[src/pkg/mask_gating_defines.svh]
`ifndef MASK_GATING_DEFINES_SVH
`define MASK_GATING_DEFINES_SVH
// ----------------------------------------
// register map
// ----------------------------------------
`define MG_ADDR_W 4
`define MG_CTRL_ADDR 4'h0
`define MG_STAT_ADDR 4'h1
`define MG_CTRL_RESET 16'h0000
`define MG_CTRL_WMASK 16'hBFFF
`define MG_RDATA_IDLE 16'h0000
`define MG_STAT_PAD 12'h000
// ----------------------------------------
// field positions
// ----------------------------------------
`define MG_LEVEL_BIT 15
`define MG_OR_C_T 13
`define MG_OR_C_N 12
`define MG_OR_B_T 11
`define MG_OR_B_N 10
`define MG_OR_A_T 9
`define MG_OR_A_N 8
`define MG_AND_N_TO_OR 7
`define MG_AND_T_TO_OR 6
`define MG_AND_C_T 5
`define MG_AND_C_N 4
`define MG_AND_B_T 3
`define MG_AND_B_N 2
`define MG_AND_A_T 1
`define MG_AND_A_N 0
`endif

[src/pkg/mask_gating_pkg.sv]
package mask_gating_pkg;
    // ----------------------------------------
    // types
    // ----------------------------------------
    typedef logic [15:0] ctrl_word_t;
    typedef logic [2:0] src_vec_t;
endpackage

[src/core/gate_term.sv]
`timescale 1ns/1ns
`default_nettype none
// ----------------------------------------
// one gate: sources in true or inverted form
// ----------------------------------------
module gate_term #(
    parameter int N = 3,
    parameter bit IS_AND = 1'b1
) (
    // sources and enables
    input wire logic [N-1:0] src_in,
    input wire logic [N-1:0] true_en_in,
    input wire logic [N-1:0] inv_en_in,
    // result
    output logic result_out,
    output logic active_out
);
    // a gate needs at least one source
    if (N < 1) begin : g_bad_n
        $error("gate_term needs at least one source");
    end
    // each enabled term of a source
    wire [N-1:0] t_term = src_in & true_en_in;
    wire [N-1:0] n_term = ~src_in & inv_en_in;
    wire [N-1:0] t_ok = src_in | ~true_en_in;
    wire [N-1:0] n_ok = ~src_in | ~inv_en_in;
    // gate with nothing connected is inactive
    assign active_out = |(true_en_in | inv_en_in);
    assign result_out = IS_AND ? (active_out & (&t_ok) & (&n_ok))
                               : (|t_term) | (|n_term);
endmodule
`default_nettype wire

[src/core/comparator_mask_gating.sv]
`timescale 1ns/1ns
`default_nettype none
`include "mask_gating_defines.svh"
module comparator_mask_gating (
    // clock and reset
    input wire logic clk_in,
    input wire logic rst_b_in,
    // register port
    input wire logic [`MG_ADDR_W-1:0] addr_in,
    input wire mask_gating_pkg::ctrl_word_t wdata_in,
    input wire logic wr_in,
    input wire logic rd_in,
    output mask_gating_pkg::ctrl_word_t rdata_out,
    // mask sources: bit 0 a, bit 1 b, bit 2 c
    input wire mask_gating_pkg::src_vec_t mask_source_in,
    // comparator path
    input wire logic cmp_in,
    output logic cmp_out,
    output logic blank_out
);
    import mask_gating_pkg::*;
    // ----------------------------------------
    // control register
    // ----------------------------------------
    ctrl_word_t ctrl_r; // mask gating control
    ctrl_word_t ctrl_nxt;
    ctrl_word_t rdata_r;
    ctrl_word_t rdata_nxt;
    // write strobe aimed at the control word
    wire wr_ctrl = wr_in && (addr_in == `MG_CTRL_ADDR);
    // bit 14 never stored
    assign ctrl_nxt = wr_ctrl ? (wdata_in & `MG_CTRL_WMASK) : ctrl_r;
    // named fields
    wire blank_level_select = ctrl_r[`MG_LEVEL_BIT];
    wire or_in_c_true_en = ctrl_r[`MG_OR_C_T];
    wire or_in_c_inv_en = ctrl_r[`MG_OR_C_N];
    wire or_in_b_true_en = ctrl_r[`MG_OR_B_T];
    wire or_in_b_inv_en = ctrl_r[`MG_OR_B_N];
    wire or_in_a_true_en = ctrl_r[`MG_OR_A_T];
    wire or_in_a_inv_en = ctrl_r[`MG_OR_A_N];
    wire and_result_inv_to_or = ctrl_r[`MG_AND_N_TO_OR];
    wire and_result_true_to_or = ctrl_r[`MG_AND_T_TO_OR];
    wire and_in_c_true_en = ctrl_r[`MG_AND_C_T];
    wire and_in_c_inv_en = ctrl_r[`MG_AND_C_N];
    wire and_in_b_true_en = ctrl_r[`MG_AND_B_T];
    wire and_in_b_inv_en = ctrl_r[`MG_AND_B_N];
    wire and_in_a_true_en = ctrl_r[`MG_AND_A_T];
    wire and_in_a_inv_en = ctrl_r[`MG_AND_A_N];
    // ----------------------------------------
    // and gate
    // ----------------------------------------
    wire and_gate_result;
    wire and_active;
    wire [2:0] and_t_en = {and_in_c_true_en, and_in_b_true_en, and_in_a_true_en};
    wire [2:0] and_n_en = {and_in_c_inv_en, and_in_b_inv_en, and_in_a_inv_en};
    // and gate over the three sources
    gate_term #(.N(3), .IS_AND(1'b1)) u_and (
        .src_in(mask_source_in),
        .true_en_in(and_t_en),
        .inv_en_in(and_n_en),
        .result_out(and_gate_result),
        .active_out(and_active)
    );
    // ----------------------------------------
    // or gate: three sources plus and result
    // ----------------------------------------
    wire or_result;
    wire [3:0] or_src = {and_gate_result, mask_source_in};
    wire [3:0] or_t_en = {and_result_true_to_or, or_in_c_true_en,
                          or_in_b_true_en, or_in_a_true_en};
    wire [3:0] or_n_en = {and_result_inv_to_or, or_in_c_inv_en,
                          or_in_b_inv_en, or_in_a_inv_en};
    // or gate over the sources and the and result
    gate_term #(.N(4), .IS_AND(1'b0)) u_or (
        .src_in(or_src),
        .true_en_in(or_t_en),
        .inv_en_in(or_n_en),
        .result_out(or_result),
        .active_out()
    );
    // ----------------------------------------
    // blanking of comparator signal
    // ----------------------------------------
    // level 1 blocks asserted-low, level 0 blocks asserted-high
    wire cmp_asserted = blank_level_select ? ~cmp_in : cmp_in;
    // or result is the blanking qualifier
    assign blank_out = or_result;
    // forced to the deasserted level, which equals the select bit
    assign cmp_out = (or_result && cmp_asserted) ? blank_level_select
                                                 : cmp_in;
    // ----------------------------------------
    // read path
    // ----------------------------------------
    // status: pad, blanked output, blank, and gate active, and result
    wire [15:0] stat_word = {`MG_STAT_PAD, cmp_out, or_result, and_active, and_gate_result};
    // read data are zero except in the cycle after a read strobe
    assign rdata_nxt = !rd_in ? `MG_RDATA_IDLE :
                       (addr_in == `MG_CTRL_ADDR) ? ctrl_r :
                       (addr_in == `MG_STAT_ADDR) ? stat_word : `MG_RDATA_IDLE;
    // ----------------------------------------
    // registers
    // ----------------------------------------
    // control word and registered read data
    always_ff @(posedge clk_in or negedge rst_b_in) begin
        if (!rst_b_in) begin
            ctrl_r <= `MG_CTRL_RESET;
            rdata_r <= `MG_RDATA_IDLE;
        end else begin
            ctrl_r <= ctrl_nxt;
            rdata_r <= rdata_nxt;
        end
    end
    assign rdata_out = rdata_r;
    // ----------------------------------------
    // assertions
    // ----------------------------------------
    // unimplemented bit 14 never reads as one
    property p_bit14_zero;
        @(posedge clk_in) disable iff (!rst_b_in)
        $past(rd_in) |-> rdata_out[14] == 1'b0;
    endproperty
    a_bit14_zero: assert property (p_bit14_zero) else $error("bit 14 read nonzero");
    // a write read straight back returns the masked word
    property p_write_reads_back;
        @(posedge clk_in) disable iff (!rst_b_in)
        (wr_in && addr_in == `MG_CTRL_ADDR) ##1 (rd_in && addr_in == `MG_CTRL_ADDR)
            |=> rdata_out == ($past(wdata_in, 2) & `MG_CTRL_WMASK);
    endproperty
    a_write_reads_back: assert property (p_write_reads_back) else $error("readback mismatch");
    // nothing connected: no blanking, the signal passes
    property p_no_blank_idle;
        @(posedge clk_in) disable iff (!rst_b_in)
        (ctrl_r[13:0] == 14'h0000) |-> (!blank_out && cmp_out == cmp_in);
    endproperty
    a_no_blank_idle: assert property (p_no_blank_idle) else $error("blank with no enables");
    // true c on the or gate blanks
    property p_or_c_true;
        @(posedge clk_in) disable iff (!rst_b_in)
        (or_in_c_true_en && mask_source_in[2]) |-> blank_out;
    endproperty
    a_or_c_true: assert property (p_or_c_true) else $error("c true missed");
    // inverted c on the or gate blanks
    property p_or_c_inv;
        @(posedge clk_in) disable iff (!rst_b_in)
        (or_in_c_inv_en && !mask_source_in[2]) |-> blank_out;
    endproperty
    a_or_c_inv: assert property (p_or_c_inv) else $error("c inv missed");
    // b on the or gate in either form
    property p_or_b;
        @(posedge clk_in) disable iff (!rst_b_in)
        ((or_in_b_true_en && mask_source_in[1]) || (or_in_b_inv_en && !mask_source_in[1]))
            |-> blank_out;
    endproperty
    a_or_b: assert property (p_or_b) else $error("b to or missed");
    // a on the or gate in either form
    property p_or_a;
        @(posedge clk_in) disable iff (!rst_b_in)
        ((or_in_a_true_en && mask_source_in[0]) || (or_in_a_inv_en && !mask_source_in[0]))
            |-> blank_out;
    endproperty
    a_or_a: assert property (p_or_a) else $error("a to or missed");
    // and result on the or gate in either form
    property p_and_to_or;
        @(posedge clk_in) disable iff (!rst_b_in)
        ((and_result_true_to_or && and_gate_result) ||
         (and_result_inv_to_or && !and_gate_result)) |-> blank_out;
    endproperty
    a_and_to_or: assert property (p_and_to_or) else $error("and result missed");
    // c alone in true form on the and gate
    property p_and_c_only;
        @(posedge clk_in) disable iff (!rst_b_in)
        (ctrl_r[5:0] == 6'h20) |-> and_gate_result == mask_source_in[2];
    endproperty
    a_and_c_only: assert property (p_and_c_only) else $error("and c true wrong");
    // inverted c with true b on the and gate
    property p_and_cn_b;
        @(posedge clk_in) disable iff (!rst_b_in)
        (ctrl_r[5:0] == 6'h18) |-> and_gate_result == (!mask_source_in[2] && mask_source_in[1]);
    endproperty
    a_and_cn_b: assert property (p_and_cn_b) else $error("and c inv or b wrong");
    // a blanked signal is held at the deasserted level
    property p_blank_holds;
        @(posedge clk_in) disable iff (!rst_b_in)
        (blank_out && (blank_level_select ? !cmp_in : cmp_in)) |-> cmp_out == blank_level_select;
    endproperty
    a_blank_holds: assert property (p_blank_holds) else $error("asserted level leaked");
    // an unblanked signal passes untouched
    property p_pass_through;
        @(posedge clk_in) disable iff (!rst_b_in)
        !blank_out |-> cmp_out == cmp_in;
    endproperty
    a_pass_through: assert property (p_pass_through) else $error("unblanked signal altered");
    // read data fall back to zero outside the read cycle
    property p_rdata_idle;
        @(posedge clk_in) disable iff (!rst_b_in)
        !$past(rd_in) |-> rdata_out == `MG_RDATA_IDLE;
    endproperty
    a_rdata_idle: assert property (p_rdata_idle) else $error("read data not idle");
    // control word read back one cycle after the strobe
    property p_ctrl_readback;
        @(posedge clk_in) disable iff (!rst_b_in)
        (rd_in && addr_in == `MG_CTRL_ADDR) |=> rdata_out == $past(ctrl_r);
    endproperty
    a_ctrl_readback: assert property (p_ctrl_readback) else $error("ctrl readback");
    // status word read back one cycle after the strobe
    property p_stat_readback;
        @(posedge clk_in) disable iff (!rst_b_in)
        (rd_in && addr_in == `MG_STAT_ADDR) |=>
            rdata_out == {`MG_STAT_PAD, $past(cmp_out), $past(blank_out),
                          $past(and_active), $past(and_gate_result)};
    endproperty
    a_stat_readback: assert property (p_stat_readback) else $error("status readback");
    // reads of unmapped places return zero
    property p_unmapped_zero;
        @(posedge clk_in) disable iff (!rst_b_in)
        (rd_in && addr_in != `MG_CTRL_ADDR && addr_in != `MG_STAT_ADDR)
            |=> rdata_out == `MG_RDATA_IDLE;
    endproperty
    a_unmapped_zero: assert property (p_unmapped_zero) else $error("unmapped read");
    // a control write lands with bit 14 dropped
    property p_write_lands;
        @(posedge clk_in) disable iff (!rst_b_in)
        (wr_in && addr_in == `MG_CTRL_ADDR) |=> ctrl_r == ($past(wdata_in) & `MG_CTRL_WMASK);
    endproperty
    a_write_lands: assert property (p_write_lands) else $error("write lost");
    // anything but a control write leaves the word alone
    property p_ctrl_holds;
        @(posedge clk_in) disable iff (!rst_b_in)
        !(wr_in && addr_in == `MG_CTRL_ADDR) |=> ctrl_r == $past(ctrl_r);
    endproperty
    a_ctrl_holds: assert property (p_ctrl_holds) else $error("control word changed");
    // an or gate with nothing connected never blanks
    property p_or_inactive;
        @(posedge clk_in) disable iff (!rst_b_in)
        (ctrl_r[`MG_OR_C_T:`MG_AND_T_TO_OR] == '0) |-> !blank_out;
    endproperty
    a_or_inactive: assert property (p_or_inactive) else $error("idle or gate blanks");
    // an and gate with nothing connected stays low
    property p_and_inactive;
        @(posedge clk_in) disable iff (!rst_b_in)
        (ctrl_r[`MG_AND_C_T:`MG_AND_A_N] == '0) |-> (!and_gate_result && !and_active);
    endproperty
    a_and_inactive: assert property (p_and_inactive) else $error("idle and gate high");
    // source b wanted both true and inverted never satisfies the and
    property p_and_contra;
        @(posedge clk_in) disable iff (!rst_b_in)
        (and_in_b_true_en && and_in_b_inv_en) |-> !and_gate_result;
    endproperty
    a_and_contra: assert property (p_and_contra) else $error("contradiction passed");
    // b alone in true form on the and gate
    property p_and_b_true;
        @(posedge clk_in) disable iff (!rst_b_in)
        (ctrl_r[5:0] == 6'h08) |-> and_gate_result == mask_source_in[1];
    endproperty
    a_and_b_true: assert property (p_and_b_true) else $error("and b true wrong");
    // b alone in inverted form on the and gate
    property p_and_b_inv;
        @(posedge clk_in) disable iff (!rst_b_in)
        (ctrl_r[5:0] == 6'h04) |-> and_gate_result == !mask_source_in[1];
    endproperty
    a_and_b_inv: assert property (p_and_b_inv) else $error("and b inv wrong");
    // a alone in true form on the and gate
    property p_and_a_true;
        @(posedge clk_in) disable iff (!rst_b_in)
        (ctrl_r[5:0] == 6'h02) |-> and_gate_result == mask_source_in[0];
    endproperty
    a_and_a_true: assert property (p_and_a_true) else $error("and a true wrong");
    // a alone in inverted form on the and gate
    property p_and_a_inv;
        @(posedge clk_in) disable iff (!rst_b_in)
        (ctrl_r[5:0] == 6'h01) |-> and_gate_result == !mask_source_in[0];
    endproperty
    a_and_a_inv: assert property (p_and_a_inv) else $error("and a inv wrong");
    // c alone in inverted form on the and gate
    property p_and_c_inv;
        @(posedge clk_in) disable iff (!rst_b_in)
        (ctrl_r[5:0] == 6'h10) |-> and_gate_result == !mask_source_in[2];
    endproperty
    a_and_c_inv: assert property (p_and_c_inv) else $error("and c inv wrong");
    // a comparator signal at the deasserted level always passes
    property p_deasserted_passes;
        @(posedge clk_in) disable iff (!rst_b_in)
        (blank_level_select ? cmp_in : !cmp_in) |-> cmp_out == cmp_in;
    endproperty
    a_deasserted_passes: assert property (p_deasserted_passes)
        else $error("idle level altered");
    // blanking only while some connected term is high
    property p_blank_needs_term;
        @(posedge clk_in) disable iff (!rst_b_in)
        blank_out |-> ((or_in_a_true_en && mask_source_in[0]) ||
                       (or_in_a_inv_en && !mask_source_in[0]) ||
                       (or_in_b_true_en && mask_source_in[1]) ||
                       (or_in_b_inv_en && !mask_source_in[1]) ||
                       (or_in_c_true_en && mask_source_in[2]) ||
                       (or_in_c_inv_en && !mask_source_in[2]) ||
                       (and_result_true_to_or && and_gate_result) ||
                       (and_result_inv_to_or && !and_gate_result));
    endproperty
    a_blank_needs_term: assert property (p_blank_needs_term)
        else $error("blank with no term");
    // main scenarios
    c_blank_high: cover property (@(posedge clk_in) blank_out && cmp_in && !blank_level_select);
    c_blank_low: cover property (@(posedge clk_in) blank_out && !cmp_in && blank_level_select);
    c_and_path: cover property (@(posedge clk_in) and_result_true_to_or && and_gate_result);
    c_and_inv_path: cover property (@(posedge clk_in) and_result_inv_to_or && !and_gate_result);
    c_stat_read: cover property (@(posedge clk_in) rd_in && addr_in == `MG_STAT_ADDR);
endmodule
`default_nettype wire

[config.mk]
export PLATFORM = sky130hd
export DESIGN_NAME = comparator_mask_gating
export DESIGN_NICKNAME = d
export VERILOG_FILES = /design/src/pkg/mask_gating_pkg.sv /design/src/core/gate_term.sv /design/src/core/comparator_mask_gating.sv
export VERILOG_INCLUDE_DIRS = /design/src /design/src/pkg
export SDC_FILE = /design/constraint.sdc
export NUM_CORES = 1
export LEC_CHECK = 0
export ABC_AREA = 0
export BUFFER_PORTS_ARGS = -buffer_cell sky130_fd_sc_hd__buf_4
export CELL_PAD_IN_SITES_DETAIL_PLACEMENT = 0
export CELL_PAD_IN_SITES_GLOBAL_PLACEMENT = 1
export CORE_AREA = 8 8 65 67
export DETAILED_ROUTE_END_ITERATION = 8
export DIE_AREA = 0 0 73 75
export GPL_ROUTABILITY_DRIVEN = 1
export HOLD_SLACK_MARGIN = 0.08
export PLACE_DENSITY = 0.88
export SYNTH_ARGS = -nofsm -noshare
export SYNTH_HDL_FRONTEND = slang
export SYNTH_SLANG_ARGS = --single-unit
[constraint.sdc]
create_clock -name clk_in -period 3.83 [get_ports clk_in]
set_clock_uncertainty 0.1 [all_clocks]
set_input_delay 0.9575 -clock clk_in [delete_from_list [all_inputs] [get_ports clk_in]]
set_output_delay 0.9575 -clock clk_in [all_outputs]
set_load 0.005 [all_outputs]
==> flow_metrics.env <==
export IMPL_yosysSeqAreaShare_pct=60.67
export IMPL_post_place_ws_ns=0.4841
export IMPL_crit_chain="buf_4 > mux2i_1 > and4_4 > mux2i_4 > mux2_4 > buf_4"
export IMPL_synth_top_area_share_pct=60.67
export IMPL_final_nets=161
export IMPL_grt_pass1_vias=922
export IMPL_syn_area_um2=1237
export IMPL_yosysMostFrequentCell="dfrtp_1"
export IMPL_met3_length_um=245
export IMPL_cp_required_ns=2.77
export IMPL_num_rows=21
export IMPL_dr_total_vias=849
export IMPL_grt_pass1_wl_um=4250
export IMPL_grt_usage_pct=10.49
export IMPL_start_util_pct=38.29
export IMPL_areaGrowthSynthToFinish_pct=34.28
export IMPL_min_period_ns=3.330
export IMPL_powerDensity_nw_per_um2=431.2
export IMPL_hold_slack_ns=0.4113
export IMPL_switching_share_pct=26.27
export IMPL_grt_overflow_total=0
export IMPL_drt_met1_wl_um=978
export IMPL_fin_area_um2=1662
export IMPL_dp_cells=172
export IMPL_drt_pass1_iter_count=4
export IMPL_synth_xor_area_share_pct=0
export IMPL_clock_power_share_pct=26.7
export IMPL_synth_top_cell_by_area="dfrtp_1"
export IMPL_cp_start_kind="primary input"
export IMPL_die_height_um=75
export IMPL_ys_ff_latch=30
export IMPL_seq_power_share_pct=54.5
export IMPL_antenna_found_initial=0
export IMPL_dieWidth_um=73
export IMPL_syn_avg_cell_area_um2=14.39
export IMPL_ys_warn_count=0
export IMPL_cts_tree="built"
export IMPL_status="complete, no violations"
export IMPL_wl_met2_um=1325
export IMPL_ioPinCount=46
export IMPL_synth_compound_area_share_pct=3.337
export IMPL_dp_hpwl_um=2054
export IMPL_clk_pin_slew_ns=0.08
export IMPL_fillers=312
export IMPL_place_congestion=0.7153
export IMPL_synth_edf_count=0
export IMPL_final_setup_viol_count=0
export IMPL_numCtsBuffers=5
export IMPL_setup_tns_ns=0
export IMPL_synth_cell_types=21
export IMPL_combPwrFrac_pct=18.8
export IMPL_drive_gt1_share_pct=40.30
export IMPL_crit_path_frequent_cell="buf_4"
export IMPL_rsz0062_at_grt="false"
export IMPL_worstSetupPathType="in2out"
export IMPL_diodes=0
export IMPL_synth_top_family_by_area="multiplexers"
export IMPL_ys_flop_type="dfrtp_1"
export IMPL_die_area_um2=5475
export IMPL_synth_fa_ha_area_share_pct=0
export IMPL_peakVddDrop_mv=0.1438
export IMPL_htreeDepth=2
export IMPL_async_flop_share_pct=100.0
export IMPL_worst_pin_slew_ns=0.8521
export IMPL_clkLatencyLatePin_ns=0.32
export IMPL_synth_nets=114
export IMPL_p_int_uw=528.3
export IMPL_portBuffers=43
export IMPL_drc=0
export IMPL_synth_simple_gate_area_share_pct=11.93
export IMPL_synth_area_leaders="dfrtp_1 (61%), mux2_1 (15%), and2_1 (5.6%)"
export IMPL_cp_top_family="multiplexers"
export IMPL_top_layer="met4"
export IMPL_grt_max_degree=31
export IMPL_postRouteAntennaNets=0
export IMPL_routed_via_density=4.717
export IMPL_cp_buffers_inverters=2
export IMPL_cts_hold_buffers=0
export IMPL_slowest_delay_ns=0.32
export IMPL_muxShareOfSynthArea_pct=22.45
export IMPL_placed_area_um2=1602
export IMPL_synth_cells=86
export IMPL_cap_violations=0
export IMPL_hold_viol_final=0
export IMPL_wl_per_cell_um=14.57
export IMPL_drt_total_wl_um=2622
export IMPL_drt_initial_drc_count=55
export IMPL_power_leakage_nw=0.8372
export IMPL_period_share_pct=86.95
export IMPL_cts_sinks=30
export IMPL_cts_setup_buffers=0
export IMPL_synth_common_cells="dfrtp_1 (30), mux2_1 (16), and2_1 (11)"
export IMPL_min_path_type="reg2reg"
export IMPL_ctsRootBufferMaster="clkbuf_4"
export IMPL_finalMaxSlewViolations=0
export IMPL_p_switching_uw=188.2
export IMPL_setup_ws_ns=0.4998
export IMPL_max_slew_margin_pct=43.07
export IMPL_cts_path_max_buffers=2
export IMPL_core_area_um2=3232
export IMPL_post_cts_resized=0
export IMPL_max_freq_ghz=0.3003
export IMPL_path_max_fanout=4
export IMPL_end_kind="output port"
export IMPL_instances_no_fill=180
export IMPL_cpMaxStageDelayCell="mux2_4"
export IMPL_critPathArrivalTime_ns=2.27
final cells by class:
type,count,area [um^2],area share [%]
repair buffers,43,322.8,19.43
well taps,46,57.56,3.464
clock inverters,1,5.005,0.3012
flip-flops and latches,30,750.7,45.18
multi-input cells,53,470.5,28.31
clock buffers,7,55.05,3.313
power by group through the flow:
stage | clock, mW | sequential, mW | combinational, mW
detailed placement | 0 | 0.396 | 0.138
finish | 0.191 | 0.390 | 0.135
CTS | 0.199 | 0.390 | 0.138
global placement | 0 | 0.394 | 0.134
global route | 0.213 | 0.396 | 0.148
floorplan | 0 | 0.387 | 0.0841
cells by family (layout without fill, tap and decap cells):
group	count (synthesis)	after routing
compound gates	5	5
buf+inv	3	51
flops	30	30
mux	24	24
other cells	1	1
simple gates	23	23
flip-flops by register name, indices dropped and copies added, names as in the netlist:
name / flops
rdata_out: 15
ctrl_r: 15
final timing paths:
check                           slack, ns  cells past startpoint            end         startpoint
min in group asynchronous            0.44                      1   rdata_out[1]           rst_b_in
worst min-delay path                 0.41                      1   rdata_out[7]          ctrl_r[7]
worst min register to register       0.41                      1   rdata_out[7]          ctrl_r[7]
worst max register to register       2.17                      5   rdata_out[3]          ctrl_r[0]
worst max-delay path                 0.50                      6        cmp_out  mask_source_in[0]
max in group asynchronous            2.91                      1  rdata_out[12]           rst_b_in
worst reg2reg max path, stage by stage, from the launching register on:
cell and delay [ns]:
dfrtp_1 0.44, nor4_2 0.28, nand2_1 0.10, and4_4 0.19, mux2i_4 0.23, mux2i_1 0.24
placed cells by master (no fill, tap or decap):
cell      synthesis  layout
nand2b_1          1       1
mux2i_4           1       1
and2_1           11      11
nor4_2            1       1
mux2_1           16      16
nor2b_1           1       1
a22oi_1           2       2
nor3_1            3       3
conb_1            1       1
nand3b_1          1       1
nor4b_1           1       1
clkinv_2          0       1
mux2i_1           6       6
dfrtp_1          30      30
nor2_1            1       1
buf_4             1      43
clkbuf_1          1       1
clkbuf_4          0       5
clkbuf_8          0       1
mux2_4            1       1
and4_4            1       1
a22o_1            3       3
nand2_1           2       2
metal layers:
metal / GRT usage (%) / vias to the layer above
met4: 8.000 / 0
met1: 10.34 / 414
li1: - / 396
met2: 17.18 / 32
met5: 0 / -
met3: 4.660 / 7
metrics by stage:
stage	power, mW	utilization (%)
6_report	0.7165	51.41
3_5_place_dp	0.5339	49.55
3_3_place_gp	0.5280	49.55
4_1_cts	0.7281	51.41
5_1_grt	0.7574	51.41
2_1_floorplan	0.4710	-
Note: power is estimated with default switching activity, not from simulation.
